$ cat src/inc/usdp_pkg.sv
// Package with register map, field layout and carrier types of the shadow data port.
package usdp_pkg;

  localparam logic [31:0] USDP_BASE_ADDR     = 32'h5000_1100;
  localparam logic [31:0] USDP_SHADOW0_ADDR  = 32'h5000_1130;
  localparam logic [31:0] USDP_SHADOW5_ADDR  = 32'h5000_1144;
  localparam logic [31:0] USDP_SHADOW6_ADDR  = 32'h5000_1148;
  localparam int          USDP_SHADOW_COUNT  = 16;
  localparam logic [31:0] USDP_DATA_ADDR     = 32'h5000_1100;
  localparam logic [31:0] USDP_CTRL_ADDR     = 32'h5000_1108;
  localparam logic [31:0] USDP_STATUS_ADDR   = 32'h5000_1114;
  localparam logic [31:0] USDP_IRQ_STAT_ADDR = 32'h5000_1180;
  localparam logic [31:0] USDP_IRQ_MASK_ADDR = 32'h5000_1184;

  localparam int          USDP_CHAR_MSB      = 7;
  localparam logic [7:0]  USDP_CHAR_RESET    = 8'h00;
  localparam int          USDP_CTRL_FIFO_EN  = 0;
  localparam int          USDP_CTRL_IR_MODE  = 1;
  localparam int          USDP_STAT_DREADY   = 0;
  localparam int          USDP_STAT_OVERRUN  = 1;
  localparam int          USDP_STAT_THEMPTY  = 5;
  localparam int          USDP_STAT_TEMT     = 6;
  localparam int          USDP_IRQ_OVERRUN   = 0;
  localparam int          USDP_IRQ_TXLOST    = 1;
  localparam int          USDP_IRQ_RXREADY   = 2;
  localparam int          USDP_IRQ_THEMPTY   = 3;
  localparam logic [3:0]  USDP_IRQ_RESET     = 4'h0;
  localparam int          USDP_FIFO_DEPTH    = 16;

  // Character passing between the line side and the data port.
  typedef struct packed {
    logic       valid;
    logic [7:0] data;
  } usdp_char_s;

  // Classic Wishbone request from the master.
  typedef struct packed {
    logic        cyc;
    logic        stb;
    logic        we;
    logic [3:0]  sel;
    logic [31:0] adr;
    logic [31:0] dat;
  } usdp_wb_req_s;

endpackage : usdp_pkg

$ cat src/rtl/usdp_top.sv
// Shadow data port of a UART: receive buffer or FIFO, transmit holding or FIFO.
// Behaviour
// - Sixteen word aliases map the receive buffer.
// - Read returns byte from serial or infrared input.
// - FIFOs off: new character overwrites, overrun flagged.
// - FIFOs on: read returns receive FIFO head.
// - Full receive FIFO keeps contents, drops, overruns.
// - Write sends character on serial or infrared output.
// - FIFOs off: one write clears holding-empty flag.
// - FIFOs off: further write overwrites pending character.
// - FIFOs on: accept writes until transmit FIFO full.
// - Write into full transmit FIFO is discarded.
// - Data field bits 7:0, read/write, resets zero.
//
// Register access over Wishbone was decided locally.
module usdp_top
  import usdp_pkg::*;
#(
  parameter int DEPTH = usdp_pkg::USDP_FIFO_DEPTH
) (
  // Clock and reset.
  input  wire logic                 clk_i,
  input  wire logic                 rst_i,
  // Wishbone slave.
  input  wire usdp_pkg::usdp_wb_req_s wb_req_i,
  output logic [31:0]               wb_dat_o,
  output logic                      wb_ack_o,
  // Character from the receiver serialiser.
  input  wire usdp_pkg::usdp_char_s rx_char_i,
  input  wire usdp_pkg::usdp_char_s ir_rx_char_i,
  // Character to the transmitter serialiser.
  input  wire logic                 tx_take_i,
  output usdp_pkg::usdp_char_s      tx_char_o,
  output logic                      ir_mode_o,
  // Interrupt.
  output logic                      irq_o
);
  import usdp_pkg::*;

  localparam int            AW       = $clog2(DEPTH);
  localparam logic [AW:0]   FULL_CNT = (AW+1)'(DEPTH);
  localparam logic [AW-1:0] LAST_PTR = AW'(DEPTH-1);

  ////////////////////////////////////////////////////////////////////////////
  // Storage and state.
  logic [7:0]    rx_mem [DEPTH];
  logic [7:0]    tx_mem [DEPTH];
  logic [AW-1:0] rx_rd_r;
  logic [AW-1:0] rx_wr_r;
  logic [AW-1:0] tx_rd_r;
  logic [AW-1:0] tx_wr_r;
  logic [AW:0]   rx_cnt_r;
  logic [AW:0]   tx_cnt_r;
  logic [7:0]    rx_hold_r;
  logic [7:0]    tx_hold_r;
  logic          rx_full1_r;
  logic          tx_full1_r;
  logic          fifo_en_r;
  logic          ir_mode_r;
  logic          overrun_r;
  logic [3:0]    irq_stat_r;
  logic [3:0]    irq_mask_r;
  logic [31:0]   wb_dat_r;
  logic          wb_ack_r;
  usdp_char_s    tx_out_r;
  logic          irq_r;
  logic          ir_mode_o_r;

  ////////////////////////////////////////////////////////////////////////////
  // Register word packing; every field sits at its package position.
  function automatic logic [31:0] pack_ctrl(input logic fifo_en, input logic ir_mode);
    logic [31:0] w;
    w = 32'h0000_0000;
    w[USDP_CTRL_FIFO_EN] = fifo_en;
    w[USDP_CTRL_IR_MODE] = ir_mode;
    return w;
  endfunction : pack_ctrl

  function automatic logic [31:0] pack_status(input logic dready, input logic ovr,
                                              input logic themp, input logic temt);
    logic [31:0] w;
    w = 32'h0000_0000;
    w[USDP_STAT_DREADY]  = dready;
    w[USDP_STAT_OVERRUN] = ovr;
    w[USDP_STAT_THEMPTY] = themp;
    w[USDP_STAT_TEMT]    = temt;
    return w;
  endfunction : pack_status

  function automatic logic [3:0] pack_events(input logic ovr, input logic lost,
                                             input logic ready, input logic hold_em);
    logic [3:0] e;
    e = 4'h0;
    e[USDP_IRQ_OVERRUN] = ovr;
    e[USDP_IRQ_TXLOST]  = lost;
    e[USDP_IRQ_RXREADY] = ready;
    e[USDP_IRQ_THEMPTY] = hold_em;
    return e;
  endfunction : pack_events

  ////////////////////////////////////////////////////////////////////////////
  // Bus decode.
  function automatic logic is_data_addr(input logic [31:0] a);
    return (a == USDP_DATA_ADDR) ||
           (a >= USDP_SHADOW0_ADDR && a < USDP_SHADOW0_ADDR + 32'(4 * USDP_SHADOW_COUNT)
            && a[1:0] == 2'b00);
  endfunction : is_data_addr

  // Ring pointers wrap at the last slot, so a depth that is no power of two still works.
  function automatic logic [AW-1:0] next_ptr(input logic [AW-1:0] p);
    return (p == LAST_PTR) ? '0 : p + 1'b1;
  endfunction : next_ptr

  wire req        = wb_req_i.cyc && wb_req_i.stb && !wb_ack_r;
  wire lane0      = wb_req_i.sel[0];
  wire data_hit   = is_data_addr(wb_req_i.adr);
  wire ctrl_hit   = wb_req_i.adr == USDP_CTRL_ADDR;
  wire status_hit = wb_req_i.adr == USDP_STATUS_ADDR;
  wire istat_hit  = wb_req_i.adr == USDP_IRQ_STAT_ADDR;
  wire imask_hit  = wb_req_i.adr == USDP_IRQ_MASK_ADDR;
  wire wr_data    = req && wb_req_i.we && data_hit && lane0;
  wire rd_data    = req && !wb_req_i.we && data_hit && lane0;
  wire wr_ctrl    = req && wb_req_i.we && ctrl_hit && lane0;
  wire wr_istat   = req && wb_req_i.we && istat_hit && lane0;
  wire wr_imask   = req && wb_req_i.we && imask_hit && lane0;
  wire rd_status  = req && !wb_req_i.we && status_hit;
  // A change of the FIFO enable bit flushes both paths so no stale character survives it; an IR mode change does not.
  wire mode_flip  = wr_ctrl && (wb_req_i.dat[USDP_CTRL_FIFO_EN] != fifo_en_r);

  ////////////////////////////////////////////////////////////////////////////
  // Receive side.
  wire usdp_char_s rx_in = ir_mode_r ? ir_rx_char_i : rx_char_i;
  wire rx_empty   = fifo_en_r ? (rx_cnt_r == '0) : !rx_full1_r;
  wire rx_full    = rx_cnt_r == FULL_CNT;
  wire rx_pop     = rd_data && !rx_empty;
  wire rx_push    = rx_in.valid && fifo_en_r && (!rx_full || rx_pop);
  wire rx_drop    = rx_in.valid && fifo_en_r && rx_full && !rx_pop;
  wire rx_ovwr    = rx_in.valid && !fifo_en_r && rx_full1_r && !rx_pop;
  wire [7:0] rx_head = fifo_en_r ? rx_mem[rx_rd_r] : rx_hold_r;
  wire data_ready = !rx_empty;
  wire [AW:0] rx_cnt_nxt = rx_cnt_r + (AW+1)'(rx_push) - (AW+1)'(rx_pop);
  wire rx_full1_nxt = rx_in.valid || (rx_full1_r && !rx_pop);

  ////////////////////////////////////////////////////////////////////////////
  // Transmit side.
  wire tx_full    = tx_cnt_r == FULL_CNT;
  wire tx_empty   = fifo_en_r ? (tx_cnt_r == '0) : !tx_full1_r;
  wire tx_hold_em = tx_empty;
  wire tx_send    = tx_take_i && !tx_empty;
  wire tx_push    = wr_data && fifo_en_r && (!tx_full || tx_send);
  wire tx_lost    = wr_data && fifo_en_r && tx_full && !tx_send;
  wire [7:0] tx_head = fifo_en_r ? tx_mem[tx_rd_r] : tx_hold_r;
  wire [AW:0] tx_cnt_nxt = tx_cnt_r + (AW+1)'(tx_push) - (AW+1)'(tx_send);
  wire tx_full1_nxt = wr_data || (tx_full1_r && !tx_send);
  // A flush drops only the strobe; the last character stays on the data lines.
  wire tx_fire    = tx_send && !mode_flip;

  ////////////////////////////////////////////////////////////////////////////
  // Read mux; reserved bits read zero.
  wire [31:0] status_word = pack_status(data_ready, overrun_r, tx_hold_em,
                                        tx_hold_em && !tx_out_r.valid);
  wire [31:0] rd_val =
    data_hit   ? {24'h00_0000, rx_head} :
    ctrl_hit   ? pack_ctrl(fifo_en_r, ir_mode_r) :
    status_hit ? status_word :
    istat_hit  ? {28'h000_0000, irq_stat_r} :
    imask_hit  ? {28'h000_0000, irq_mask_r} :
    32'h0000_0000;
  // Read data is zero outside the answer so a stale word is never mistaken for a fresh one.
  wire [31:0] wb_dat_nxt = (req && !wb_req_i.we) ? rd_val : 32'h0000_0000;

  ////////////////////////////////////////////////////////////////////////////
  // Interrupt events.
  // Level events re-set while they hold, so clearing a live level does not stick.
  wire [3:0] irq_ev       = pack_events(rx_drop || rx_ovwr, tx_lost, data_ready, tx_hold_em);
  // Set wins over a write-one clear in the same cycle.
  wire [3:0] irq_clr      = wr_istat ? wb_req_i.dat[3:0] : 4'h0;
  wire [3:0] irq_stat_nxt = (irq_stat_r & ~irq_clr) | irq_ev;
  // Overrun clears on a status read, but a new overrun wins.
  wire       overrun_nxt  = rx_drop || rx_ovwr || (overrun_r && !rd_status);

  ////////////////////////////////////////////////////////////////////////////
  // Bus answer.
  always_ff @(posedge clk_i) begin
    if (rst_i) begin
      wb_ack_r <= 1'b0;
      wb_dat_r <= 32'h0000_0000;
    end else begin
      wb_ack_r <= req;
      wb_dat_r <= wb_dat_nxt;
    end
  end

  // Control register and its registered copy on the mode pin.
  always_ff @(posedge clk_i) begin
    if (rst_i) begin
      fifo_en_r   <= 1'b0;
      ir_mode_r   <= 1'b0;
      ir_mode_o_r <= 1'b0;
    end else begin
      if (wr_ctrl) begin
        fifo_en_r <= wb_req_i.dat[USDP_CTRL_FIFO_EN];
        ir_mode_r <= wb_req_i.dat[USDP_CTRL_IR_MODE];
      end
      ir_mode_o_r <= ir_mode_r;
    end
  end

  // Interrupt and overrun state; the interrupt pin lags its status by one cycle.
  always_ff @(posedge clk_i) begin
    if (rst_i) begin
      irq_mask_r <= USDP_IRQ_RESET;
      irq_stat_r <= USDP_IRQ_RESET;
      overrun_r  <= 1'b0;
      irq_r      <= 1'b0;
    end else begin
      if (wr_imask) begin
        irq_mask_r <= wb_req_i.dat[3:0];
      end
      irq_stat_r <= irq_stat_nxt;
      overrun_r  <= overrun_nxt;
      irq_r      <= |(irq_stat_r & irq_mask_r);
    end
  end

  ////////////////////////////////////////////////////////////////////////////
  // Receive buffer and FIFO.
  always_ff @(posedge clk_i) begin
    if (rst_i) begin
      rx_rd_r    <= '0;
      rx_wr_r    <= '0;
      rx_cnt_r   <= '0;
      rx_hold_r  <= USDP_CHAR_RESET;
      rx_full1_r <= 1'b0;
    end else if (mode_flip) begin
      rx_rd_r    <= '0;
      rx_wr_r    <= '0;
      rx_cnt_r   <= '0;
      rx_full1_r <= 1'b0;
    end else if (fifo_en_r) begin
      if (rx_push) begin
        rx_mem[rx_wr_r] <= rx_in.data;
        rx_wr_r         <= next_ptr(rx_wr_r);
      end
      if (rx_pop) begin
        rx_rd_r <= next_ptr(rx_rd_r);
      end
      rx_cnt_r <= rx_cnt_nxt;
    end else begin
      if (rx_in.valid) begin
        rx_hold_r <= rx_in.data;
      end
      rx_full1_r <= rx_full1_nxt;
    end
  end

  ////////////////////////////////////////////////////////////////////////////
  // Transmit holding register and FIFO.
  always_ff @(posedge clk_i) begin
    if (rst_i) begin
      tx_rd_r    <= '0;
      tx_wr_r    <= '0;
      tx_cnt_r   <= '0;
      tx_hold_r  <= USDP_CHAR_RESET;
      tx_full1_r <= 1'b0;
    end else if (mode_flip) begin
      tx_rd_r    <= '0;
      tx_wr_r    <= '0;
      tx_cnt_r   <= '0;
      tx_full1_r <= 1'b0;
    end else if (fifo_en_r) begin
      if (tx_push) begin
        tx_mem[tx_wr_r] <= wb_req_i.dat[USDP_CHAR_MSB:0];
        tx_wr_r         <= next_ptr(tx_wr_r);
      end
      if (tx_send) begin
        tx_rd_r <= next_ptr(tx_rd_r);
      end
      tx_cnt_r <= tx_cnt_nxt;
    end else begin
      if (wr_data) begin
        tx_hold_r <= wb_req_i.dat[USDP_CHAR_MSB:0];
      end
      tx_full1_r <= tx_full1_nxt;
    end
  end

  ////////////////////////////////////////////////////////////////////////////
  // Line-side output register.
  always_ff @(posedge clk_i) begin
    if (rst_i) begin
      tx_out_r <= '0;
    end else begin
      tx_out_r.valid <= tx_fire;
      if (tx_fire) begin
        tx_out_r.data <= tx_head;
      end
    end
  end

  ////////////////////////////////////////////////////////////////////////////
  // Outputs.
  assign wb_dat_o  = wb_dat_r;
  assign wb_ack_o  = wb_ack_r;
  assign tx_char_o = tx_out_r;
  assign ir_mode_o = ir_mode_o_r;
  assign irq_o     = irq_r;

endmodule : usdp_top

$ cat config.mk
export PLATFORM = sky130hd
export DESIGN_NAME = usdp_top
export DESIGN_NICKNAME = d
export VERILOG_FILES = /design/src/inc/usdp_pkg.sv /design/src/rtl/usdp_top.sv
export SDC_FILE = /design/constraint.sdc
export NUM_CORES = 1
export LEC_CHECK = 0
export BUFFER_PORTS_ARGS = -buffer_cell sky130_fd_sc_hd__buf_4
export CORE_AREA = 2 2 182 184
export DETAILED_ROUTE_END_ITERATION = 10
export DIE_AREA = 0 0 184 186
export PLACE_DENSITY = 0.68
export SKIP_CTS_REPAIR_TIMING = 1
export SYNTH_ARGS = -nofsm -noshare
export SYNTH_HDL_FRONTEND = slang
export SYNTH_SLANG_ARGS = --single-unit
export TNS_END_PERCENT = 30
$ cat constraint.sdc
create_clock -name clk_i -period 9 [get_ports clk_i]
set_clock_uncertainty 0.05 [all_clocks]
set_input_delay 0.9 -clock clk_i [delete_from_list [all_inputs] [get_ports clk_i]]
set_output_delay 0.9 -clock clk_i [all_outputs]
set_load 0.02 [all_outputs]
==> impl_metrics.py <==
metrics = {
    "finish": {
        "diodes": 0,
        "stdcell_count": 1460,
        "fin_area_um2": 16500,
        "fill_cells": 2666,
        "final_net_count": 1141,
        "most-common-layout-cells": "256 x edfxtp_1, 100 x buf_4, 80 x dfxtp_1, 66 x nor2_1, 59 x mux2i_1",
        "final_common_cell": "edfxtp_1",
        "drive_gt1_frac": 0.232,
        "area_growth_pct": 14.4,
    },
    "critical_path": {
        "crit_arrival_ps": 4250,
        "critical_path_required_ps": 9350,
        "worst_path_largest_cell_delay_ps": 470,
        "critPathLaunch": "wb_req_i[45]",
        "critPathMaxFanout": 13,
        "end_kind": "register",
        "cp-start-kind": "primary input",
        "path_delay_family": "compound AO/OA/AOI/OAI gates",
        "crit_chain": "buf_4 -> nor4_2 -> nand4_1 -> a211oi_4 -> a31oi_4 -> ha_1 -> inv_1 -> ha_1 -> inv_1 -> fa_1 -> nand2b_1 -> a21oi_1 -> nor3_1 -> o21ai_0 -> xor2_1 -> nor2_1",
        "path_buf_inv": 3,
        "slowest_stage": "a211oi_4",
        "crit_type": "in -> reg",
        "rr_startpoint": "ir_mode_r",
    },
    "placed_design": {
        "placed_cell_area_um2": 15400,
        "dp_slack_ps": 4560,
        "place_inst": 1395,
        "port_buffers": 84,
        "dp.final_hpwl_mm": 19.9,
        "place_congestion": 0.849,
    },
    "sta": {
        "setup_tns_ps": 0,
        "fin_crit_ps": 3900,
        "finalHoldViolations": 0,
        "relSlewSlack": 0.280,
        "rsz0062_at_grt": "no",
        "final.setup.worst_slack_ps": 5100,
        "slew_viol_final": 0,
        "setup_viol": 0,
        "fmaxAchievable_ghz": 0.256,
        "tightest_slew_ps": 1070,
        "post-route-period-util": 0.434,
    },
    "global_routing": {
        "antenna_found_initial": 0,
        "grt-ovfl-total": 0,
        "grt_usage": 0.180,
        "grt_max_degree": 41,
        "grt_pass1_vias": 8097,
        "grt_pass1_wl_mm": 46.3,
    },
    "yosys": {
        "yosys.area_share.simple": 0.0850,
        "ys_seq_elements": 339,
        "synth_flop_cell": "edfxtp_1",
        "syn_inst": 932,
        "synth_edf_count": 256,
        "synth-xor-area-share": 0.00609,
        "avgSynthCellArea_um2": 15.4,
        "ys_seq_area_frac": 0.650,
        "ys_types": 73,
        "synthAdderAreaFrac": 0.0219,
        "synth-compound-area-share": 0.0647,
        "synth_top_family_by_area": "multiplexers",
        "synth-async-reset-ratio": 0,
        "ys_warn_count": 0,
        "netlist_area_um2": 14400,
        "synthMuxAreaShare": 0.140,
    },
    "floorplan": {
        "die_x_um": 184,
        "dieArea_um2": 34200,
        "start_util": 0.447,
        "rows": 66,
        "design.core.area_um2": 32200,
        "fp.dieH_um": 186,
        "ioPinCount": 136,
    },
    "flow_run": {
        "maxCapViolCount": 0,
    },
    "route": {
        "drc": 0,
        "drtPass1Iterations": 9,
        "vias_per_cell": 5.59,
        "ant_nets": 0,
        "routedWlPerCell_um": 20.8,
        "wirelength_mm": 30.4,
        "vias": 8164,
        "drtIter0Drc": 595,
    },
    "cts": {
        "cts_tree": "done",
        "cts_root_buf": "clkbuf_16",
        "htree_levels": 2,
        "path_clk_slew_ps": 60,
        "clockBufferDepth": 3,
        "insertion_delay_ps": 520,
        "numCtsBuffers": 36,
        "cts_sinks": 339,
    },
    "status": {
        "status": "complete, no violations",
    },
    "power_and_ir_drop": {
        "p_leak_nw": 5.55,
        "p_total_w": 0.00314,
        "power_density_nw_per_um2": 191,
        "vdd_drop_max_v": 0.000118,
    },
    "hold_path": {
        "worstHoldStart": "tx_hold_r[1]",
        "worstHoldPathType": "reg -> reg",
    },
}
## synth_stat cells (4+ instances only)
cell	n	area share
nand3_1	14	0.0049
dfxtp_1	83	0.12
xor2_1	5	0.0030
mux2_2	10	0.0078
ha_1	22	0.019
clkbuf_1	23	0.0060
a221oi_1	8	0.0049
nor4b_2	5	0.0052
nor3_1	24	0.0083
and2_1	19	0.0083
nand2b_1	4	0.0017
mux4_2	58	0.091
nor2_1	66	0.017
edfxtp_1	256	0.53
a31o_2	4	0.0024
buf_1	8	0.0021
and4_1	4	0.0024
buf_4	24	0.013
xnor2_1	5	0.0030
buf_2	12	0.0042
nand4_1	6	0.0026
a221o_1	7	0.0049
nor2b_1	10	0.0043
a21o_1	10	0.0052
a211oi_1	7	0.0037
and3_1	7	0.0030
o21ai_0	13	0.0045
nand2_1	24	0.0063
mux2i_1	59	0.041
a222oi_1	7	0.0049
a21oi_1	31	0.011
inv_1	27	0.0070
o22ai_1	4	0.0017
## sequential cells by signal, summed over array words and instances, names as in the netlist, 4 cells and up, named ones only
| signal | count |
|---|---|
| irq_mask_r | 4 |
| irq_stat_r | 4 |
| rx_cnt_r | 5 |
| rx_hold_r | 8 |
| rx_mem | 128 |
| rx_rd_r | 4 |
| rx_wr_r | 4 |
| tx_char_o | 9 |
| tx_cnt_r | 5 |
| tx_hold_r | 8 |
| tx_mem | 128 |
| tx_rd_r | 4 |
| tx_wr_r | 4 |
| wb_dat_o | 8 |
## path summary, 6_finish.rpt
kind	end	slack, ps	depth (start not counted)
worst max-delay path	rx_cnt_r[4]	5100	16
worst min-delay path	tx_char_o[1]	430	1
worst max register to register	rx_cnt_r[4]	5140	15
worst min register to register	tx_char_o[1]	430	1
## power by group
| group | internal [W] | switching (W) |
|---|---|---|
| Clock | 0.000776 | 0.000595 |
| Combinational | 0.0000282 | 0.0000550 |
| Sequential | 0.00168 | 0.00000219 |
## per-layer routing
metal / share of wire / global-route usage / up-vias
li1: - / - / 3779
met1: 0.43 / 0.240 / 4134
met2: 0.50 / 0.301 / 203
met3: 0.054 / 0.0295 / 48
met4: 0.023 / 0.0576 / 0
met5: 0 / 0 / -
## worst register-to-register path, delay by kind of cell, from the launching register on
| family | cells | cell delay (ps) |
|---|---|---|
| fa+ha+maj | 3 | 860 |
| xor+xnor | 1 | 170 |
| flops | 1 | 630 |
| buf+inv | 2 | 100 |
| compound gates | 4 | 1050 |
| mux | 1 | 440 |
| simple gates | 4 | 430 |
## stage by stage
step	util	hold WS, ps
global placement	0.477	413
floorplan	-	399
global route	0.511	449
CTS	0.511	427
detailed placement	0.477	415
finish	0.511	428
## area by class of cell
type	count	area, um2	share of cell area
clock inverter	19	150	0.00912
multi-input combinational	521	4660	0.283
clock buffer	46	938	0.0570
tap	408	510	0.0310
inverter	27	101	0.00616
sequential	339	9350	0.568
timing repair buffer	100	751	0.0456
## cell families (layout without fill, tap and decap cells)
group	Yosys count	count (layout)
muxes	127	127
DFF	339	339
and+or+nand+nor	213	213
AOI/OAI and AO/OA	123	123
adders and majority gates	24	24
other	1	24
xor gates and xnor gates	10	10
buffers and inverters	95	192
Note: power is estimated with default switching activity, not from simulation.
